--- config.mk ---
export PLATFORM = sky130hd
export DESIGN_NAME = tcc_channel_ctrl
export DESIGN_NICKNAME = d
export VERILOG_FILES = /design/src/design/tcc_pin_sync.v /design/src/design/tcc_channel_ctrl.v
export VERILOG_INCLUDE_DIRS = /design/src /design/src/design
export SDC_FILE = /design/constraint.sdc
export NUM_CORES = 1
export LEC_CHECK = 0
export ABC_AREA = 0
export BUFFER_PORTS_ARGS = -buffer_cell sky130_fd_sc_hd__clkbuf_2
export CORE_MARGIN = 2
export CORE_UTILIZATION = 44
export CTS_BUF_LIST = sky130_fd_sc_hd__clkbuf_4
export DETAILED_ROUTE_END_ITERATION = 10
export GPL_TIMING_DRIVEN = 1
export PLACE_DENSITY = 0.82
export SYNTH_ARGS = -nofsm -noshare
export SYNTH_HDL_FRONTEND = slang
export SYNTH_SLANG_ARGS = --single-unit
--- constraint.sdc ---
create_clock -name pclk -period 2.55 [get_ports pclk]
set_clock_uncertainty 0.1 [all_clocks]
set_input_delay 0.255 -clock pclk [delete_from_list [all_inputs] [get_ports pclk]]
set_output_delay 0.255 -clock pclk [all_outputs]
set_load 0.01 [all_outputs]
--- src/design/tcc_defines.vh ---
`ifndef TCC_DEFINES_VH
`define TCC_DEFINES_VH

// Register byte offsets
`define TCC_OFF_CHAN_CS 8'h00
`define TCC_OFF_IRQ_STATUS 8'h04
`define TCC_OFF_IRQ_MASK 8'h08
`define TCC_OFF_UNIT_CTRL 8'h0c

// Channel control/status field positions
`define TCC_BIT_FLAG 7
`define TCC_BIT_IE 6
`define TCC_BIT_MSU 5
`define TCC_BIT_MSL 4
`define TCC_ELS_HI 3
`define TCC_ELS_LO 2

// Unit control and interrupt status field positions
`define TCC_BIT_CPWM 0
`define TCC_BIT_EVT 0

// Reset values
`define TCC_RST_CHAN_CS 8'h00
`define TCC_RST_IRQ_MASK 1'b0
`define TCC_RST_CPWM 1'b0

// Edge/level select codes
`define TCC_ELS_OFF 2'h0
`define TCC_ELS_01 2'h1
`define TCC_ELS_10 2'h2
`define TCC_ELS_11 2'h3

// Decoded channel modes
`define TCC_MODE_IC 2'h0
`define TCC_MODE_OC 2'h1
`define TCC_MODE_EPWM 2'h2
`define TCC_MODE_CPWM 2'h3

`endif

--- src/design/tcc_pin_sync.v ---
`timescale 1ns/10ps
// Three-stage pin synchroniser with a stable level that only moves when
// stages two and three agree, plus one-cycle edge pulses.
module tcc_pin_sync
(
   input wire pclk,
   input wire presetn,
   input wire pclk_en,
   input wire pin_async,
   output reg pin_level,
   output wire pin_rise,
   output wire pin_fall
);

   reg stage1;
   reg stage2;
   reg stage3;
   reg level_prev;

   always @(posedge pclk or negedge presetn)
   begin
      if (!presetn)
      begin
         stage1 <= 1'b0;
         stage2 <= 1'b0;
         stage3 <= 1'b0;
         pin_level <= 1'b0;
         level_prev <= 1'b0;
      end
      else if (pclk_en)
      begin
         stage1 <= pin_async;
         stage2 <= stage1;
         stage3 <= stage2;
         if (stage2 == stage3)
            pin_level <= stage3;
         level_prev <= pin_level;
      end
   end

   assign pin_rise = pin_level & ~level_prev;
   assign pin_fall = ~pin_level & level_prev;

endmodule // tcc_pin_sync

--- src/design/tcc_channel_ctrl.v ---
// Our own choices: the APB interface to the registers and the register offsets.
`timescale 1ns/10ps
`include "tcc_defines.vh"

module tcc_channel_ctrl
(
   input wire pclk,
   input wire presetn,
   input wire pclk_en,
   input wire psel,
   input wire penable,
   input wire pwrite,
   input wire [7:0] paddr,
   input wire [31:0] pwdata,
   output wire pready,
   output reg [31:0] prdata,
   output wire pslverr,
   input wire counter_match,
   input wire counter_wrap,
   input wire counter_up,
   input wire chan_pin_in,
   output reg chan_pin_out,
   output wire chan_pin_oe,
   output wire pin_released,
   output wire capture_strobe,
   output wire coherency_reset,
   output wire center_pwm_select,
   output wire chan_irq,
   output wire irq
);

   // Channel control/status fields
   reg channel_event_flag;
   reg channel_irq_enable;
   reg mode_select_upper;
   reg mode_select_lower;
   reg [1:0] edge_level_select;

   // Block-level registers
   reg center_pwm;
   reg irq_status;
   reg irq_mask;

   // Clear handshake: armed by a read that saw the flag set
   reg clear_armed;

   reg [1:0] chan_mode;
   reg chan_event;
   reg capture_hit;
   reg next_pin;
   reg [31:0] next_rdata;

   wire pin_level;
   wire pin_rise;
   wire pin_fall;

   wire setup_phase;
   wire access_done;
   wire wr_done;
   wire rd_done;
   wire addr_hit;
   wire wr_cs;
   wire rd_cs;
   wire wr_status;
   wire wr_mask;
   wire wr_ctrl;
   wire sw_clear;
   wire pin_used;

   tcc_pin_sync u_pin_sync
   (
      .pclk(pclk),
      .presetn(presetn),
      .pclk_en(pclk_en),
      .pin_async(chan_pin_in),
      .pin_level(pin_level),
      .pin_rise(pin_rise),
      .pin_fall(pin_fall)
   );

   // APB handshake; a frozen clock enable stretches the access phase
   assign pready = pclk_en;
   assign setup_phase = psel & ~penable;
   assign access_done = psel & penable & pclk_en;
   assign wr_done = access_done & pwrite;
   assign rd_done = access_done & ~pwrite;

   assign addr_hit = (paddr == `TCC_OFF_CHAN_CS) || (paddr == `TCC_OFF_IRQ_STATUS) ||
                     (paddr == `TCC_OFF_IRQ_MASK) || (paddr == `TCC_OFF_UNIT_CTRL);
   assign pslverr = psel & penable & ~addr_hit;

   assign wr_cs = wr_done & (paddr == `TCC_OFF_CHAN_CS);
   assign rd_cs = rd_done & (paddr == `TCC_OFF_CHAN_CS);
   assign wr_status = wr_done & (paddr == `TCC_OFF_IRQ_STATUS);
   assign wr_mask = wr_done & (paddr == `TCC_OFF_IRQ_MASK);
   assign wr_ctrl = wr_done & (paddr == `TCC_OFF_UNIT_CTRL);

   // Mode decode: center select overrides the per-channel bits
   always @*
   begin
      if (center_pwm)
         chan_mode = `TCC_MODE_CPWM;
      else if (mode_select_upper)
         chan_mode = `TCC_MODE_EPWM;
      else if (mode_select_lower)
         chan_mode = `TCC_MODE_OC;
      else
         chan_mode = `TCC_MODE_IC;
   end

   assign pin_used = (edge_level_select != `TCC_ELS_OFF);
   assign pin_released = ~pin_used;

   // Active edge detection; a pin that moves while the mode changes can
   // still look like an edge, which software is expected to clean up
   always @*
   begin
      case (edge_level_select)
         `TCC_ELS_01: capture_hit = pin_rise;
         `TCC_ELS_10: capture_hit = pin_fall;
         `TCC_ELS_11: capture_hit = pin_rise | pin_fall;
         default: capture_hit = 1'b0;
      endcase
      if (chan_mode != `TCC_MODE_IC)
         capture_hit = 1'b0;
   end

   // Strobe is gated by the enable so a frozen block never captures
   assign capture_strobe = capture_hit & pclk_en;

   // Channel event per mode
   always @*
   begin
      case (chan_mode)
         `TCC_MODE_IC: chan_event = capture_hit;
         `TCC_MODE_OC: chan_event = counter_match;
         `TCC_MODE_EPWM: chan_event = counter_match;
         `TCC_MODE_CPWM: chan_event = counter_match;
         default: chan_event = 1'b0;
      endcase
   end

   // Pin action per mode
   always @*
   begin
      next_pin = chan_pin_out;
      case (chan_mode)
         `TCC_MODE_OC:
         begin
            if (counter_match)
            begin
               case (edge_level_select)
                  `TCC_ELS_01: next_pin = ~chan_pin_out;
                  `TCC_ELS_10: next_pin = 1'b0;
                  `TCC_ELS_11: next_pin = 1'b1;
                  default: next_pin = chan_pin_out;
               endcase
            end
         end
         `TCC_MODE_EPWM:
         begin
            // Period start drives the inactive-to-active level; the match
            // ends the pulse
            if (counter_match)
               next_pin = edge_level_select[0];
            else if (counter_wrap)
               next_pin = ~edge_level_select[0];
         end
         `TCC_MODE_CPWM:
         begin
            if (counter_match)
            begin
               if (counter_up)
                  next_pin = edge_level_select[0];
               else
                  next_pin = ~edge_level_select[0];
            end
         end
         default: next_pin = chan_pin_out;
      endcase
      if (!pin_used)
         next_pin = 1'b0;
   end

   assign chan_pin_oe = pin_used & (chan_mode != `TCC_MODE_IC);

   // Clearing is only legal after an armed read, and a fresh event in the
   // same cycle wins so no request is ever dropped
   assign sw_clear = wr_cs & clear_armed & ~pwdata[`TCC_BIT_FLAG] & ~chan_event;

   always @(posedge pclk or negedge presetn)
   begin
      if (!presetn)
      begin
         channel_event_flag <= 1'b0;
         channel_irq_enable <= 1'b0;
         mode_select_upper <= 1'b0;
         mode_select_lower <= 1'b0;
         edge_level_select <= `TCC_ELS_OFF;
         clear_armed <= 1'b0;
      end
      else if (pclk_en)
      begin
         if (chan_event)
            channel_event_flag <= 1'b1;
         else if (sw_clear)
            channel_event_flag <= 1'b0;
         // Writing one leaves the flag as it is
         if (chan_event)
            clear_armed <= 1'b0;
         else if (rd_cs)
            clear_armed <= channel_event_flag;
         else if (wr_cs)
            clear_armed <= 1'b0;
         if (wr_cs)
         begin
            channel_irq_enable <= pwdata[`TCC_BIT_IE];
            mode_select_upper <= pwdata[`TCC_BIT_MSU];
            mode_select_lower <= pwdata[`TCC_BIT_MSL];
            edge_level_select <= pwdata[`TCC_ELS_HI:`TCC_ELS_LO];
         end
      end
   end

   assign coherency_reset = wr_cs;
   assign chan_irq = channel_event_flag & channel_irq_enable;

   // Block registers, sticky status with write-one-to-clear
   always @(posedge pclk or negedge presetn)
   begin
      if (!presetn)
      begin
         center_pwm <= `TCC_RST_CPWM;
         irq_mask <= `TCC_RST_IRQ_MASK;
         irq_status <= 1'b0;
         chan_pin_out <= 1'b0;
      end
      else if (pclk_en)
      begin
         if (wr_ctrl)
            center_pwm <= pwdata[`TCC_BIT_CPWM];
         if (wr_mask)
            irq_mask <= pwdata[`TCC_BIT_EVT];
         if (chan_event)
            irq_status <= 1'b1;
         else if (wr_status & pwdata[`TCC_BIT_EVT])
            irq_status <= 1'b0;
         chan_pin_out <= next_pin;
      end
   end

   assign center_pwm_select = center_pwm;
   assign irq = irq_status & irq_mask;

   // Read data is captured in the setup phase so prdata comes from a flop
   always @*
   begin
      next_rdata = 32'h0000_0000;
      case (paddr)
         `TCC_OFF_CHAN_CS:
         begin
            next_rdata[`TCC_BIT_FLAG] = channel_event_flag;
            next_rdata[`TCC_BIT_IE] = channel_irq_enable;
            next_rdata[`TCC_BIT_MSU] = mode_select_upper;
            next_rdata[`TCC_BIT_MSL] = mode_select_lower;
            next_rdata[`TCC_ELS_HI:`TCC_ELS_LO] = edge_level_select;
         end
         `TCC_OFF_IRQ_STATUS: next_rdata[`TCC_BIT_EVT] = irq_status;
         `TCC_OFF_IRQ_MASK: next_rdata[`TCC_BIT_EVT] = irq_mask;
         `TCC_OFF_UNIT_CTRL: next_rdata[`TCC_BIT_CPWM] = center_pwm;
         default: next_rdata = 32'h0000_0000;
      endcase
   end

   always @(posedge pclk or negedge presetn)
   begin
      if (!presetn)
         prdata <= 32'h0000_0000;
      else if (pclk_en && setup_phase && !pwrite)
         prdata <= next_rdata;
   end

endmodule // tcc_channel_ctrl

==> impl_metrics.toml <==
[setup_path]
critical_path_class = "flip-flop to output pin"
rr_worst_depth = 6
worst_setup_path_start_kind = "flip-flop"
crit_path_max_fanout = 6
required_ps = 2190
r2r_start = "center_pwm_select"
cp.arrival_ps = 1770
worst-r2r-setup-slack_ps = 580
worst_r2r_endpoint = "chan_pin_out"
worstSetupEndpointType = "output pin"

[clocking]
cts_buffers = 3
cts.sinks = 23
cts-root-buf = "clkbuf_4"
cts_max_path_buffers = 2
cts.clk_slew.worst_paths_ps = 140
cts_tree = "yes"
cts_htree_levels = 1
cts_resized = 0
clock_latency_ps = 310
ctsHoldBuffers = 1
post_cts_buffers = 0

[flow_run]
cap_violations = 0

[final_layout]
final_cell_mix = "41 x clkbuf_2, 25 x conb_1, 23 x dfrtp_1, 11 x inv_1, 11 x mux2_2"
areaGrowthSynthToFinish_pct = 12.3
regMostFlops = "prdata"
diodes = 0
n_fill_cell = 336
nets = 250
layout_commonest_cell = "clkbuf_2"
largest_reg_flops = 7
top_regs = "prdata x7, edge_level_select x2"
final_layout_size_suffix_gt1_share_pct = 31.6

[power]
power.density_mw_per_mm2 = 405
power_mw = 0.680
p_leak_nw = 0.888
ir_worst_vdd_mv = 0.281

[hold_path]
whs_path_depth = 2
hold_end = "u_pin_sync.stage1"
min_path_type = "primary input to flip-flop"
hp-start = "chan_pin_in"

[yosys]
synth_area_mm2 = 0.00150
synthDistinctLibCells = 37
synth_top_area_cell = "dfrtp_1"
synth-seq-cells = 23
synth_warnings = 0
synth_area_leaders = "dfrtp_1 38%, buf_4 14%, mux2_2 8.3%"
syn_avg_cell_area_um2 = 9.91
synthCells = 151
seq_area_frac_synth_pct = 38.5
yosysTopAreaCellShare_pct = 38.5

[grt]
grt_max_degree = 24
antenna_found_initial = 0
grt_pass1_wl_mm = 4.01
gr-total-overflow = 0
grt_util_all_layers_pct = 12.9
grt_pass1_vias = 930

[timing]
setup_violations = 0
fin_hold_ws_ps = 59.5
finalCritPeriodShare_pct = 83.3
fmax_mhz = 471
worst_slew_margin_rel_pct = 61.5
finalHoldViolations = 0
tns_ps = 0
rsz0062_at_grt = "false"
finalCriticalPeriod_ps = 2120
tightest_slew_ps = 578
final_max_slew_viol_count = 0
setup_ws_ps = 427

[detailed_routing]
wirelength_mm = 2.53
postRouteAntennaNets = 0
top_layer_used = "met4"
drc = 0
drt-met1-wl_mm = 1.12
first_iter_violations = 7
wl_met3_um = 159
routedWlPerCell_um = 10.6
vias = 1116
viasPerCell = 4.67
wl_met2_mm = 1.23
drt_pass1_iterations = 4

[floorplanning]
die_w_um = 62.3
die_h_um = 62.3
core_mm2 = 0.00331
io_pins = 92
die-area_mm2 = 0.00388
std_cell_rows = 21
start_util_pct = 45.2

[placed_design]
gp_congestion = 0.809
post-place-ws_ps = 614
hpwl_mm = 2.05
portBuffers = 41

[status]
status = "completed"
[worst max-delay path, cell delays in order (launching register included)]
cell      delay (ps)
dfrtp_1          460
nor2_1           300
ha_1             310
nand2_1           80
a21oi_1          150
clkbuf_2         160
[power by group]
group          internal [mW]  switching, mW
logic                 0.0464         0.0674
clock network         0.0585          0.109
registers              0.383         0.0157
total                  0.488          0.192
[synthesized netlist by cell type]
library cell	count
o41ai_1	1
and4_1	1
nor2_1	8
nand2_4	1
or3_1	2
nand2_1	8
nand2b_1	4
o211ai_1	2
mux2i_1	1
nand3_1	2
dfrtp_1	23
a21boi_0	1
nor2b_1	5
nor4_4	2
ha_1	6
mux2_2	11
a211oi_1	1
o311a_1	1
inv_1	11
nand2_2	1
nor3_1	1
a22o_1	6
conb_1	1
and4b_2	1
or2b_1	1
a221o_1	1
a21oi_1	5
o31ai_1	1
buf_4	27
a21o_1	2
o21ai_0	4
nor4_1	1
and2_1	2
and3_1	1
nand4_1	2
a31oi_1	2
clkbuf_1	1
[metrics by stage]
stage               util (%)  instance area, um^2  cells
floorplan                  -                 1590    175
detailed placement      49.6                 1640    234
CTS                     50.8                 1680    239
global placement        49.6                 1640    234
finish                  50.8                 1680    239
global route            50.8                 1680    239
[final cells by class]
cell class                      count  area, um^2  share of cell area (%)
Tap cell                           46        57.6                    3.43
Multi-Input combinational cell    113         763                    45.4
Inverter                           11        41.3                    2.46
Clock inverter                      1        5.00                   0.298
Timing Repair Buffer               42         215                    12.8
Clock buffer                        3        22.5                    1.34
Sequential cell                    23         576                    34.3
[how the worst max path moves through the flow]
stage / endpoint / start / depth (start not counted)
after CTS: capture_strobe / center_pwm_select / 5
after detailed placement: chan_pin_out / center_pwm_select / 6
after global routing: capture_strobe / center_pwm_select / 5
after global placement: chan_pin_out / center_pwm_select / 6
final: capture_strobe / center_pwm_select / 5
after floorplan: chan_pin_out / center_pwm_select / 6
[cell families after synthesis]
family,after synthesis,synth area share (%)
other cells,1,0.251
flops,23,38.5
compound gates,27,12.8
fa+ha+maj,6,5.02
mux,12,8.95
simple gates,43,18.0
buf+inv,39,16.6
[routing by layer]
metal	vias up	track usage, %
li1	559	-
met1	517	16.3
met2	38	21.6
met3	2	3.08
met4	0	5.00
met5	-	0
No activity file was read; power rests on OpenSTA's default activity.
